## config.mk

```make
export PLATFORM = sky130hd
export DESIGN_NAME = serial_frame_transmitter
export DESIGN_NICKNAME = d
export VERILOG_FILES = /design/src/tx_pkg.sv /design/src/tx_fifo.sv /design/src/serial_frame_transmitter.sv
export SDC_FILE = /design/constraint.sdc
export NUM_CORES = 1
export LEC_CHECK = 0
export ABC_AREA = 1
export BUFFER_PORTS_ARGS = -buffer_cell sky130_fd_sc_hd__buf_4
export CAP_MARGIN = 20
export CORE_ASPECT_RATIO = 0.75
export CORE_UTILIZATION = 36
export CTS_CLUSTER_DIAMETER = 30
export DETAILED_ROUTE_END_ITERATION = 12
export SLEW_MARGIN = 20
export SYNTH_ARGS = -nofsm -noshare
export SYNTH_HDL_FRONTEND = slang
export SYNTH_SLANG_ARGS = --single-unit
```

## constraint.sdc

```tcl
create_clock -name i_clk -period 2.5 [get_ports i_clk]
set_input_delay 0.5 -clock i_clk [delete_from_list [all_inputs] [get_ports i_clk]]
set_output_delay 0.5 -clock i_clk [all_outputs]
set_load 0.05 [all_outputs]
```

## src/tx_pkg.sv

```systemverilog
package tx_pkg;

   // ----------------------------------------------------------------
   // widths and sizes
   // ----------------------------------------------------------------
   localparam int BAUD_W = 12;
   localparam int DATA_W = 9;
   localparam int FRAME_W = 13;
   localparam int COUNT_W = 4;
   localparam int FIFO_DEPTH = 16;

   // ----------------------------------------------------------------
   // frame format codes and timing counts
   // ----------------------------------------------------------------
   localparam logic [2:0] CS_NINE = 3'h7;
   localparam logic [3:0] CHAR_NINE = 4'h9;
   localparam logic [3:0] CHAR_MIN = 4'h5;
   localparam logic [3:0] START_BITS = 4'h1;
   localparam int OVERSAMPLE_NORMAL = 16;
   localparam int OVERSAMPLE_DOUBLE = 8;
   localparam logic [3:0] SUB_LAST_NORMAL = 4'(OVERSAMPLE_NORMAL - 1);
   localparam logic [3:0] SUB_LAST_DOUBLE = 4'(OVERSAMPLE_DOUBLE - 1);

   // ----------------------------------------------------------------
   // reset values
   // ----------------------------------------------------------------
   localparam logic [FRAME_W-1:0] FRAME_IDLE = 13'h1fff;
   localparam logic [2:0] SYNC_RESET = 3'h0;

   typedef enum logic [0:0]
   {
      st_idle = 1'b0,
      st_shift = 1'b1
   } tx_state_type;

   typedef struct packed
   {
      logic transmitter_on_bit;
      logic sync_mode;
      logic sync_master;
      logic [2:0] char_size;
      logic parity_enable_bit;
      logic parity_odd;
      logic two_stop;
      logic double_speed_bit;
      logic clock_polarity_bit;
      logic [BAUD_W-1:0] baud_divisor;
      logic buffer_empty_irq_enable;
      logic tx_complete_irq_enable;
   } tx_config_type;

   typedef struct packed
   {
      tx_state_type state;
      logic [FRAME_W-1:0] frame;
      logic [COUNT_W-1:0] bits_left;
      logic buf_valid;
      logic [DATA_W-1:0] buf_data;
      logic [BAUD_W-1:0] presc;
      logic [3:0] sub;
      logic xck;
      logic txc;
      logic enabled;
      logic [2:0] xck_sync;
   } tx_core_type;

endpackage

```

## src/tx_fifo.sv

```systemverilog
`timescale 1ns/1ps
module tx_fifo #(
   parameter int WIDTH = 9,
   parameter int DEPTH = 16
)(
   input wire logic i_clk,
   input wire logic i_resetn,
   input wire logic i_in_valid,
   input wire logic [WIDTH-1:0] i_in_data,
   output logic o_in_ready,
   output logic o_out_valid,
   output logic [WIDTH-1:0] o_out_data,
   input wire logic i_out_ready
);
   localparam int AW = $clog2(DEPTH);

   typedef struct packed
   {
      logic [DEPTH-1:0][WIDTH-1:0] mem;
      logic [AW:0] wr;
      logic [AW:0] rd;
   } fifo_state_type;

   fifo_state_type q_ff;
   fifo_state_type nxt_q;
   logic full;
   logic empty;

   // ----------------------------------------------------------------
   // pointers carry one extra bit so full and empty stay distinct
   // ----------------------------------------------------------------
   assign full = (q_ff.wr[AW] != q_ff.rd[AW]) &&
                 (q_ff.wr[AW-1:0] == q_ff.rd[AW-1:0]);
   assign empty = (q_ff.wr == q_ff.rd);
   assign o_in_ready = !full;
   assign o_out_valid = !empty;
   assign o_out_data = q_ff.mem[q_ff.rd[AW-1:0]];

   always_comb
   begin
      nxt_q = q_ff;
      if (i_in_valid && !full)
      begin
         nxt_q.mem[q_ff.wr[AW-1:0]] = i_in_data;
         nxt_q.wr = q_ff.wr + 1'b1;
      end
      if (i_out_ready && !empty)
      begin
         nxt_q.rd = q_ff.rd + 1'b1;
      end
   end

   always_ff @(posedge i_clk)
   begin
      if (!i_resetn)
      begin
         q_ff <= '0;
      end
      else
      begin
         q_ff <= nxt_q;
      end
   end

endmodule

```

## src/serial_frame_transmitter.sv

```systemverilog
`timescale 1ns/1ps
module serial_frame_transmitter (
   input wire logic i_clk,
   input wire logic i_resetn,
   input wire tx_pkg::tx_config_type i_cfg,
   input wire logic i_wr_valid,
   input wire logic [7:0] i_wr_data,
   output logic o_wr_ready,
   input wire logic i_tx_ninth_bit,
   input wire logic i_txc_clear,
   input wire logic i_txc_irq_ack,
   input wire logic i_transfer_clock_pin,
   output logic o_serial_out_pin,
   output logic o_serial_out_oe,
   output logic o_transfer_clock_out,
   output logic o_transfer_clock_oe,
   output logic o_tx_buffer_empty_flag,
   output logic o_tx_complete_flag,
   output logic o_buffer_empty_irq,
   output logic o_tx_complete_irq,
   output logic o_tx_active
);
   import tx_pkg::*;

   tx_core_type q_ff;
   tx_core_type nxt_q;
   logic fifo_out_valid;
   logic [DATA_W-1:0] fifo_out_data;
   logic fifo_out_ready;
   logic [DATA_W-1:0] wr_word;

   // ----------------------------------------------------------------
   // frame assembly
   // ----------------------------------------------------------------
   function automatic logic [3:0] char_bits(input tx_config_type c);
      logic [3:0] n;
      n = (c.char_size == CS_NINE) ? CHAR_NINE
                                   : CHAR_MIN + {2'h0, c.char_size[1:0]};
      return n;
   endfunction

   function automatic logic [FRAME_W-1:0] build_frame(
      input logic [DATA_W-1:0] d,
      input tx_config_type c
   );
      logic [FRAME_W-1:0] f;
      logic [3:0] n;
      logic p;
      n = char_bits(c);
      f = FRAME_IDLE;
      f[0] = 1'b0;
      p = c.parity_odd;
      for (int i = 0; i < DATA_W; i++)
      begin
         if (4'(i) < n)
         begin
            f[i + 1] = d[i];
            p = p ^ d[i];
         end
      end
      if (c.parity_enable_bit)
      begin
         f[n + 4'h1] = p;
      end
      return f;
   endfunction

   function automatic logic [3:0] frame_len(input tx_config_type c);
      logic [3:0] len;
      len = START_BITS + char_bits(c) + {3'h0, c.parity_enable_bit} +
            4'h1 + {3'h0, c.two_stop};
      return len;
   endfunction

   // ----------------------------------------------------------------
   // write path: buffered so bursts can queue; ninth bit rides along
   // ----------------------------------------------------------------
   assign wr_word = {i_tx_ninth_bit, i_wr_data};

   tx_fifo #(
      .WIDTH(DATA_W),
      .DEPTH(FIFO_DEPTH)
   ) u_fifo (
      .i_clk(i_clk),
      .i_resetn(i_resetn),
      .i_in_valid(i_wr_valid),
      .i_in_data(wr_word),
      .o_in_ready(o_wr_ready),
      .o_out_valid(fifo_out_valid),
      .o_out_data(fifo_out_data),
      .i_out_ready(fifo_out_ready)
   );

   assign fifo_out_ready = !q_ff.buf_valid;

   // ----------------------------------------------------------------
   // next state
   // ----------------------------------------------------------------
   always_comb
   begin
      logic div_tick;
      logic bit_tick;
      logic load;
      logic rise;
      logic fall;
      rise = 1'b0;
      fall = 1'b0;
      div_tick = 1'b0;
      bit_tick = 1'b0;
      load = 1'b0;
      nxt_q = q_ff;

      // only stages two and three feed the edge detector
      // slave edges land three cycles late: keep the pin under a quarter
      nxt_q.xck_sync = {q_ff.xck_sync[1:0], i_transfer_clock_pin};
      rise = q_ff.xck_sync[1] & ~q_ff.xck_sync[2];
      fall = ~q_ff.xck_sync[1] & q_ff.xck_sync[2];

      // divider gives a one-cycle enable rather than a second clock
      if (q_ff.presc == '0)
      begin
         nxt_q.presc = i_cfg.baud_divisor;
         div_tick = 1'b1;
      end
      else
      begin
         nxt_q.presc = q_ff.presc - 1'b1;
      end

      if (!i_cfg.sync_mode)
      begin
         if (div_tick)
         begin
            if (q_ff.sub == (i_cfg.double_speed_bit ? SUB_LAST_DOUBLE
                                                    : SUB_LAST_NORMAL))
            begin
               nxt_q.sub = 4'h0;
               bit_tick = 1'b1;
            end
            else
            begin
               nxt_q.sub = q_ff.sub + 1'b1;
            end
         end
      end
      else if (i_cfg.sync_master)
      begin
         if (div_tick)
         begin
            nxt_q.xck = ~q_ff.xck;
            bit_tick = ~q_ff.xck ^ i_cfg.clock_polarity_bit;
         end
      end
      else
      begin
         bit_tick = i_cfg.clock_polarity_bit ? fall : rise;
      end

      // parked clock sits at the level whose next edge changes data
      if (!(q_ff.enabled && i_cfg.sync_mode && i_cfg.sync_master))
      begin
         nxt_q.xck = i_cfg.clock_polarity_bit;
      end

      // one-entry transmit buffer pulled from the queue
      if (!q_ff.buf_valid && fifo_out_valid)
      begin
         nxt_q.buf_valid = 1'b1;
         nxt_q.buf_data = fifo_out_data;
      end

      if (i_txc_clear || i_txc_irq_ack)
      begin
         nxt_q.txc = 1'b0;
      end

      case (q_ff.state)
         st_idle:
         begin
            if (q_ff.enabled && q_ff.buf_valid)
            begin
               load = 1'b1;
            end
         end
         st_shift:
         begin
            if (bit_tick)
            begin
               if (q_ff.bits_left == 4'h1)
               begin
                  if (q_ff.buf_valid)
                  begin
                     load = 1'b1;
                  end
                  else
                  begin
                     nxt_q.state = st_idle;
                     nxt_q.frame = FRAME_IDLE;
                     nxt_q.txc = 1'b1;
                  end
               end
               else
               begin
                  nxt_q.frame = {1'b1, q_ff.frame[FRAME_W-1:1]};
                  nxt_q.bits_left = q_ff.bits_left - 1'b1;
               end
            end
         end
         default:
         begin
            nxt_q.state = st_idle;
         end
      endcase

      if (load)
      begin
         nxt_q.frame = build_frame(q_ff.buf_data, i_cfg);
         nxt_q.bits_left = frame_len(i_cfg);
         nxt_q.state = st_shift;
         nxt_q.buf_valid = 1'b0;
         nxt_q.presc = i_cfg.baud_divisor;
         nxt_q.sub = 4'h0;
      end

      // clearing the enable waits for shifter, buffer and queue to drain
      if (i_cfg.transmitter_on_bit)
      begin
         nxt_q.enabled = 1'b1;
      end
      else if (q_ff.state == st_idle && !q_ff.buf_valid && !fifo_out_valid)
      begin
         nxt_q.enabled = 1'b0;
      end
   end

   // ----------------------------------------------------------------
   // state register: reset leaves the line high and the pin released
   // ----------------------------------------------------------------
   always_ff @(posedge i_clk)
   begin
      if (!i_resetn)
      begin
         q_ff.state <= st_idle;
         q_ff.frame <= FRAME_IDLE;
         q_ff.bits_left <= '0;
         q_ff.buf_valid <= 1'b0;
         q_ff.buf_data <= '0;
         q_ff.presc <= '0;
         q_ff.sub <= '0;
         q_ff.xck <= 1'b0;
         q_ff.txc <= 1'b0;
         q_ff.enabled <= 1'b0;
         q_ff.xck_sync <= SYNC_RESET;
      end
      else
      begin
         q_ff <= nxt_q;
      end
   end

   // ----------------------------------------------------------------
   // outputs
   // ----------------------------------------------------------------
   assign o_serial_out_pin = q_ff.frame[0];
   assign o_serial_out_oe = q_ff.enabled;
   assign o_transfer_clock_out = q_ff.xck;
   assign o_transfer_clock_oe = q_ff.enabled & i_cfg.sync_mode &
                                i_cfg.sync_master;
   assign o_tx_buffer_empty_flag = !q_ff.buf_valid &&
                                   !fifo_out_valid;
   assign o_tx_complete_flag = q_ff.txc;
   assign o_buffer_empty_irq = o_tx_buffer_empty_flag &
                               i_cfg.buffer_empty_irq_enable;
   assign o_tx_complete_irq = q_ff.txc & i_cfg.tx_complete_irq_enable;
   assign o_tx_active = q_ff.state == st_shift;

endmodule

```

# [Yosys cells after proc, flatten, opt, wreduce, memory -nomap -nowiden]
# Index checks and enable logic that the tools add are counted.
[classes] n_addsub=10 magnitude_cmp=14 n_eq_ne=11 mux=83 n_bitwise=22 n_reduce_logical=24
[op_table] op="bitwise mux 144 bit" count=1
[op_table] op="2-to-1 mux 1 bit" count=60
[op_table] op="binary-select mux 9 bit (select 4 bit)" count=1
[op_table] op="demux 9 bit (select 4 bit)" count=1
[op_table] op="2-to-1 mux 18 bit" count=2
[op_table] op="2-to-1 mux 13 bit" count=2
[op_table] op="2-to-1 mux 4 bit" count=6
[op_table] op="2-to-1 mux 19 bit" count=1
[op_table] op="2-to-1 mux 9 bit" count=2
[op_table] op="< comparator 3 x 4 -> 1 bit, first input constant" count=4
[op_table] op="2-to-1 mux 16 bit" count=1
[op_table] op="< comparator 4 x 5 -> 1 bit, second input constant" count=3
[op_table] op="2-to-1 mux 14 bit" count=1
[op_table] op="bitwise mux 13 bit" count=1
[op_table] op="logical NOT 12 bit" count=1
[op_table] op="2-to-1 mux 12 bit" count=1
[op_table] op="subtractor 12 x 1 -> 12 bit, second input constant" count=1
[op_table] op="logical AND 1 bit" count=11
[op_table] op="adder 5 x 1 -> 5 bit, second input constant" count=2
[op_table] op="2-to-1 mux 10 bit" count=1
[op_table] op="XOR 1 bit" count=10
[op_table] op="AND reduction 3 bit" count=3
[op_table] op="adder 4 x 1 -> 4 bit" count=2
[op_table] op="adder 4 x 1 -> 4 bit, second input constant" count=2
[op_table] op="24 further kinds" count=44
[word_totals] reg_bits=204 in_bits=40 out_inout_bits=10 wordCells=193

# [Longest topological paths before layout]
[depth] depth_word=35 ltp_mapped=18 mapped_depth_nobuf=18

# [Cells and area by module]
# From an unflattened synthesis, not the netlist that was laid out.
[unflattened] hier_cells=1904 hier_area_um2=11964.0
[by_module_without_submodules] module="tx_fifo" instances=1 cells_each=1451 area_each_um2=8874.8 seq_area_each_um2=3083.0
[by_module_without_submodules] module="serial_frame_transmitter" instances=1 cells_each=453 area_each_um2=3089.2 seq_area_each_um2=1001.0

# [Worst setup path before layout]
# Ideal clock, no wire load.
[synth_timing] path_type="register to output" startpoint="reg u_fifo.q_ff[8] (netlist name)" endpoint="out o_buffer_empty_irq" arrival_ns=2.013 required_ns=2.000 path_slack_ns=-0.013 path_stages_with_launch=7 path_buffers=1 cell_sequence="dfxtp_1 -> buf_6 -> inv_1 -> nor2_1 -> nor3_2 -> nand3_1 -> nor3b_1"
[synth_via] elab_chain_len=3
[synth_rtl] element="from (decl)" line_no="tx_fifo.sv:24" rtl="fifo_state_type q_ff;"
[synth_rtl] element="from (signal assigned)" line_no="tx_fifo.sv:61" rtl="q_ff <= nxt_q;"
[synth_rtl] element="== test 5 bit" line_no="tx_fifo.sv:34" rtl="assign empty = (q_ff.wr == q_ff.rd);"
[synth_rtl] element="logical AND 1 bit" line_no="serial_frame_transmitter.sv:269" rtl="assign o_tx_buffer_empty_flag = !q_ff.buf_valid &&"
[synth_rtl] element="bitwise AND 1 bit" line_no="serial_frame_transmitter.sv:272" rtl="assign o_buffer_empty_irq = o_tx_buffer_empty_flag &"
[synth_rtl] element="to (decl)" line_no="serial_frame_transmitter.sv:19" rtl="output logic o_buffer_empty_irq,"
# No other way between the ends.

# [Worst setup path in the final report]
# Same ends and word-level chain as after synthesis.

==> impl_metrics.yaml <==
clocking:
  insertion_delay_ns: 0.53
  path_clk_slew_ns: 0.05
  cts_buffers: 40
  clock_path_buffers: 3
  cts_tree: "yes"
  hold_buffers: 0
  htreeDepth: 2
  cts_sinks: 204
  root_buffer: "clkbuf_16"
sta:
  setup_violations: 0
  grt_setup_unrepaired: "false"
  fmax_mhz: 421
  holdWs_ns: 0.179
  report.final.slew_viol_count: 0
  period_minus_slack_ns: 2.38
  clock_skew_ns: 0.0266
  min_period_over_period: 0.950
  hold_violations: 0
  tightest_slew_ns: 0.769
  relSlewSlack: 0.484
  worst_slack_ns: 0.125
setup_path:
  reg2regPathDepth: 14
  crit_path_max_incr_delay_ns: 0.43
  critical_path_peak_fanout: 10
  path_depth: 5
  crit_path_top_delay_cell: "dfxtp_4"
  endpoint_kind: "output pin"
  path_class: "reg -> out"
  cp_num_buf_inv: 1
  reg2reg_slack_ns: 0.29
  critPathRequiredTime_ns: 2.00
  arrival_ns: 1.88
  cpLargestDelayFamily: "simple AND/OR/NAND/NOR gates"
  start_kind: "flop"
  crit_path_cell_trace: "nor2_1 > nor3_2 > nand3_2 > nor3b_2 > buf_4"
placed_design:
  io_buffers: 49
  hpwl_mm: 18.0
  place_worst_setup_slack_ns: -0.0806
  place_congestion: 0.812
detailed_routing:
  avgViaCountPerCell: 5.03
  route.detailed.drc: 0
  route.detailed.wl_per_inst_um: 15.5
  drt-total-wl_mm: 28.0
  vias: 9086
  postRouteAntennaNets: 0
  first_iter_violations: 741
  drtPass1Iterations: 4
worst_hold_path:
  hold_path_class: "in -> reg"
  hold_depth: 3
global_route:
  grt_max_degree: 165
  grt_usage: 0.196
  antenna_found_initial: 0
  overflow: 0
  grt_pass1_vias: 8278
  grt_pass1_wl_mm: 44.9
synthesis:
  synthCells: 1395
  yosys-top-cells-count: "262 x a21oi_1, 205 x o21ai_0, 204 x dfxtp_1"
  synth_flop_cell: "dfxtp_1"
  synth.ff_latch_count: 204
  yosysUniqueCellTypes: 45
  synth_seq_area_share: 0.405
  synth_warnings: 0
  synthesis.area_um2: 10100
  yosys-top-cells-area: "dfxtp_1 41%, a21oi_1 13%, o21ai_0 10%"
  synth_top_cell_area_share: 0.405
  yosysMostFrequentCell: "a21oi_1"
  synth_area_leader_cell: "dfxtp_1"
  synth_async_sr_flop_share: 0
  syn_avg_cell_area_um2: 7.23
  syn_nets: 1457
  synth_edf_count: 0
power_and_ir_drop:
  p_total_mw: 12.4
  peakVddDrop_v: 0.000608
  power_density_nw_per_um2: 1020
  leakage_nw: 4.74
floorplanning:
  fp-row-count: 52
  core_area_um2: 27300
  die_y_um: 147
  io-pin-count: 50
  die_area_um2: 28700
  start_util: 0.370
  fp.dieW_um: 195
layout:
  area_delta_synth_final_pct: 20.3
  final_util: 0.445
  drive_gt1_frac: 0.125
  diodes: 0
  fin_nets: 1486
  nFillCells: 2729
flow_run:
  max-cap-violations: 0
outcome:
  status: "finished clean"
## kinds of logic (layout without fill, tap and decap cells)
kind of cell    count (synthesis)  after routing  share of synthesized area
compound gates                506            506                      0.256
xor+xnor                       26             26                     0.0226
fa+ha+maj                      22             22                     0.0280
buf+inv                       283            343                      0.118
flops                         204            204                      0.405
simple gates                  354            354                      0.171
## sequential cells by signal (all words and copies together), names as in the netlist
name	cells
nxt_q	2
q_ff	43
o_serial_out_pin	1
o_transfer_clock_out	1
o_tx_complete_flag	1
o_tx_active	1
u_fifo.q_ff	154
o_serial_out_oe	1
## final timing paths
check                                           from                  to
worst max-delay path                  u_fifo.q_ff[8]  o_buffer_empty_irq
worst min-delay path            i_transfer_clock_pin            nxt_q[1]
worst max register to register              q_ff[10]             q_ff[9]
worst min register to register              nxt_q[1]            nxt_q[2]
## placed cells by master, fill, tap and decap left out, types with 2 or more instances in the layout
cell type	count
a211oi_1	7
a21boi_0	2
a21oi_1	262
a22oi_1	3
and3_1	2
buf_12	5
buf_4	70
buf_6	2
bufinv_16	5
clkbuf_1	3
clkbuf_16	41
clkbuf_8	8
clkinv_2	8
clkinvlp_4	5
dfxtp_1	202
ha_1	21
inv_1	187
inv_2	5
inv_6	3
nand2_1	158
nand2_2	2
nand2_4	3
nand3_1	89
nand3_2	2
nand3_4	9
nand4_1	11
nand4_2	2
nor2_1	55
nor2_2	3
nor2_4	2
nor3_1	9
o21ai_0	205
o21ai_1	21
xnor2_1	10
xor2_1	16
## where the power goes
| part | leakage (nW) | switching (mW) | total, mW | internal, mW |
|---|---|---|---|---|
| Clock | 0.683 | 1.79 | 5.53 | 3.74 |
| Combinational | 2.39 | 2.12 | 3.19 | 1.07 |
| Sequential | 1.66 | 0.196 | 3.69 | 3.50 |
| Total | 4.74 | 4.11 | 12.4 | 8.31 |
## timing repair
| action | 4_1_cts | 5_1_grt |
|---|---|---|
| pin swaps | 0 | 2 |
| endpoints found under the setup margin | 2 | 12 |
| endpoints found under the hold margin | 0 | 0 |
| resized for setup | 3 | 4 |
| setup buffers | 0 | 0 |
## through the flow
step / instances / area, um^2 / TNS, ns
detailed placement: 1733 / 10700 / -0.232
global placement: 1733 / 10700 / 0
global route: 1806 / 12100 / 0
floorplan: 1395 / 10100 / 0
CTS: 1806 / 12100 / 0
finish: 1806 / 12100 / 0
## layer usage
metal / track usage / vias to the layer above / part of all wire
met5: 0 / - / 0
li1: - / 4704 / -
met3: 0.0418 / 32 / 0.060
met1: 0.292 / 4142 / 0.50
met4: 0.0504 / 0 / 0.014
met2: 0.284 / 208 / 0.42
## cell type report
type	count	area, um^2	share of cell area
multi-input cells	908	4830	0.398
flip-flops and latches	204	4090	0.337
clock buffers	52	1150	0.0946
inverters	193	724	0.0597
repair buffers	77	648	0.0534
well taps	351	439	0.0362
clock inverters	21	254	0.0209
## worst reg2reg max path, delay by kind of cell, from the launching register on
kind / cells / cell delay [ns]
adders and majority gates: 1 / 0.24
buffers and inverters: 4 / 0.44
DFF: 1 / 0.29
and+or+nand+nor: 9 / 1.14
No activity file was read; power rests on OpenSTA's default activity.
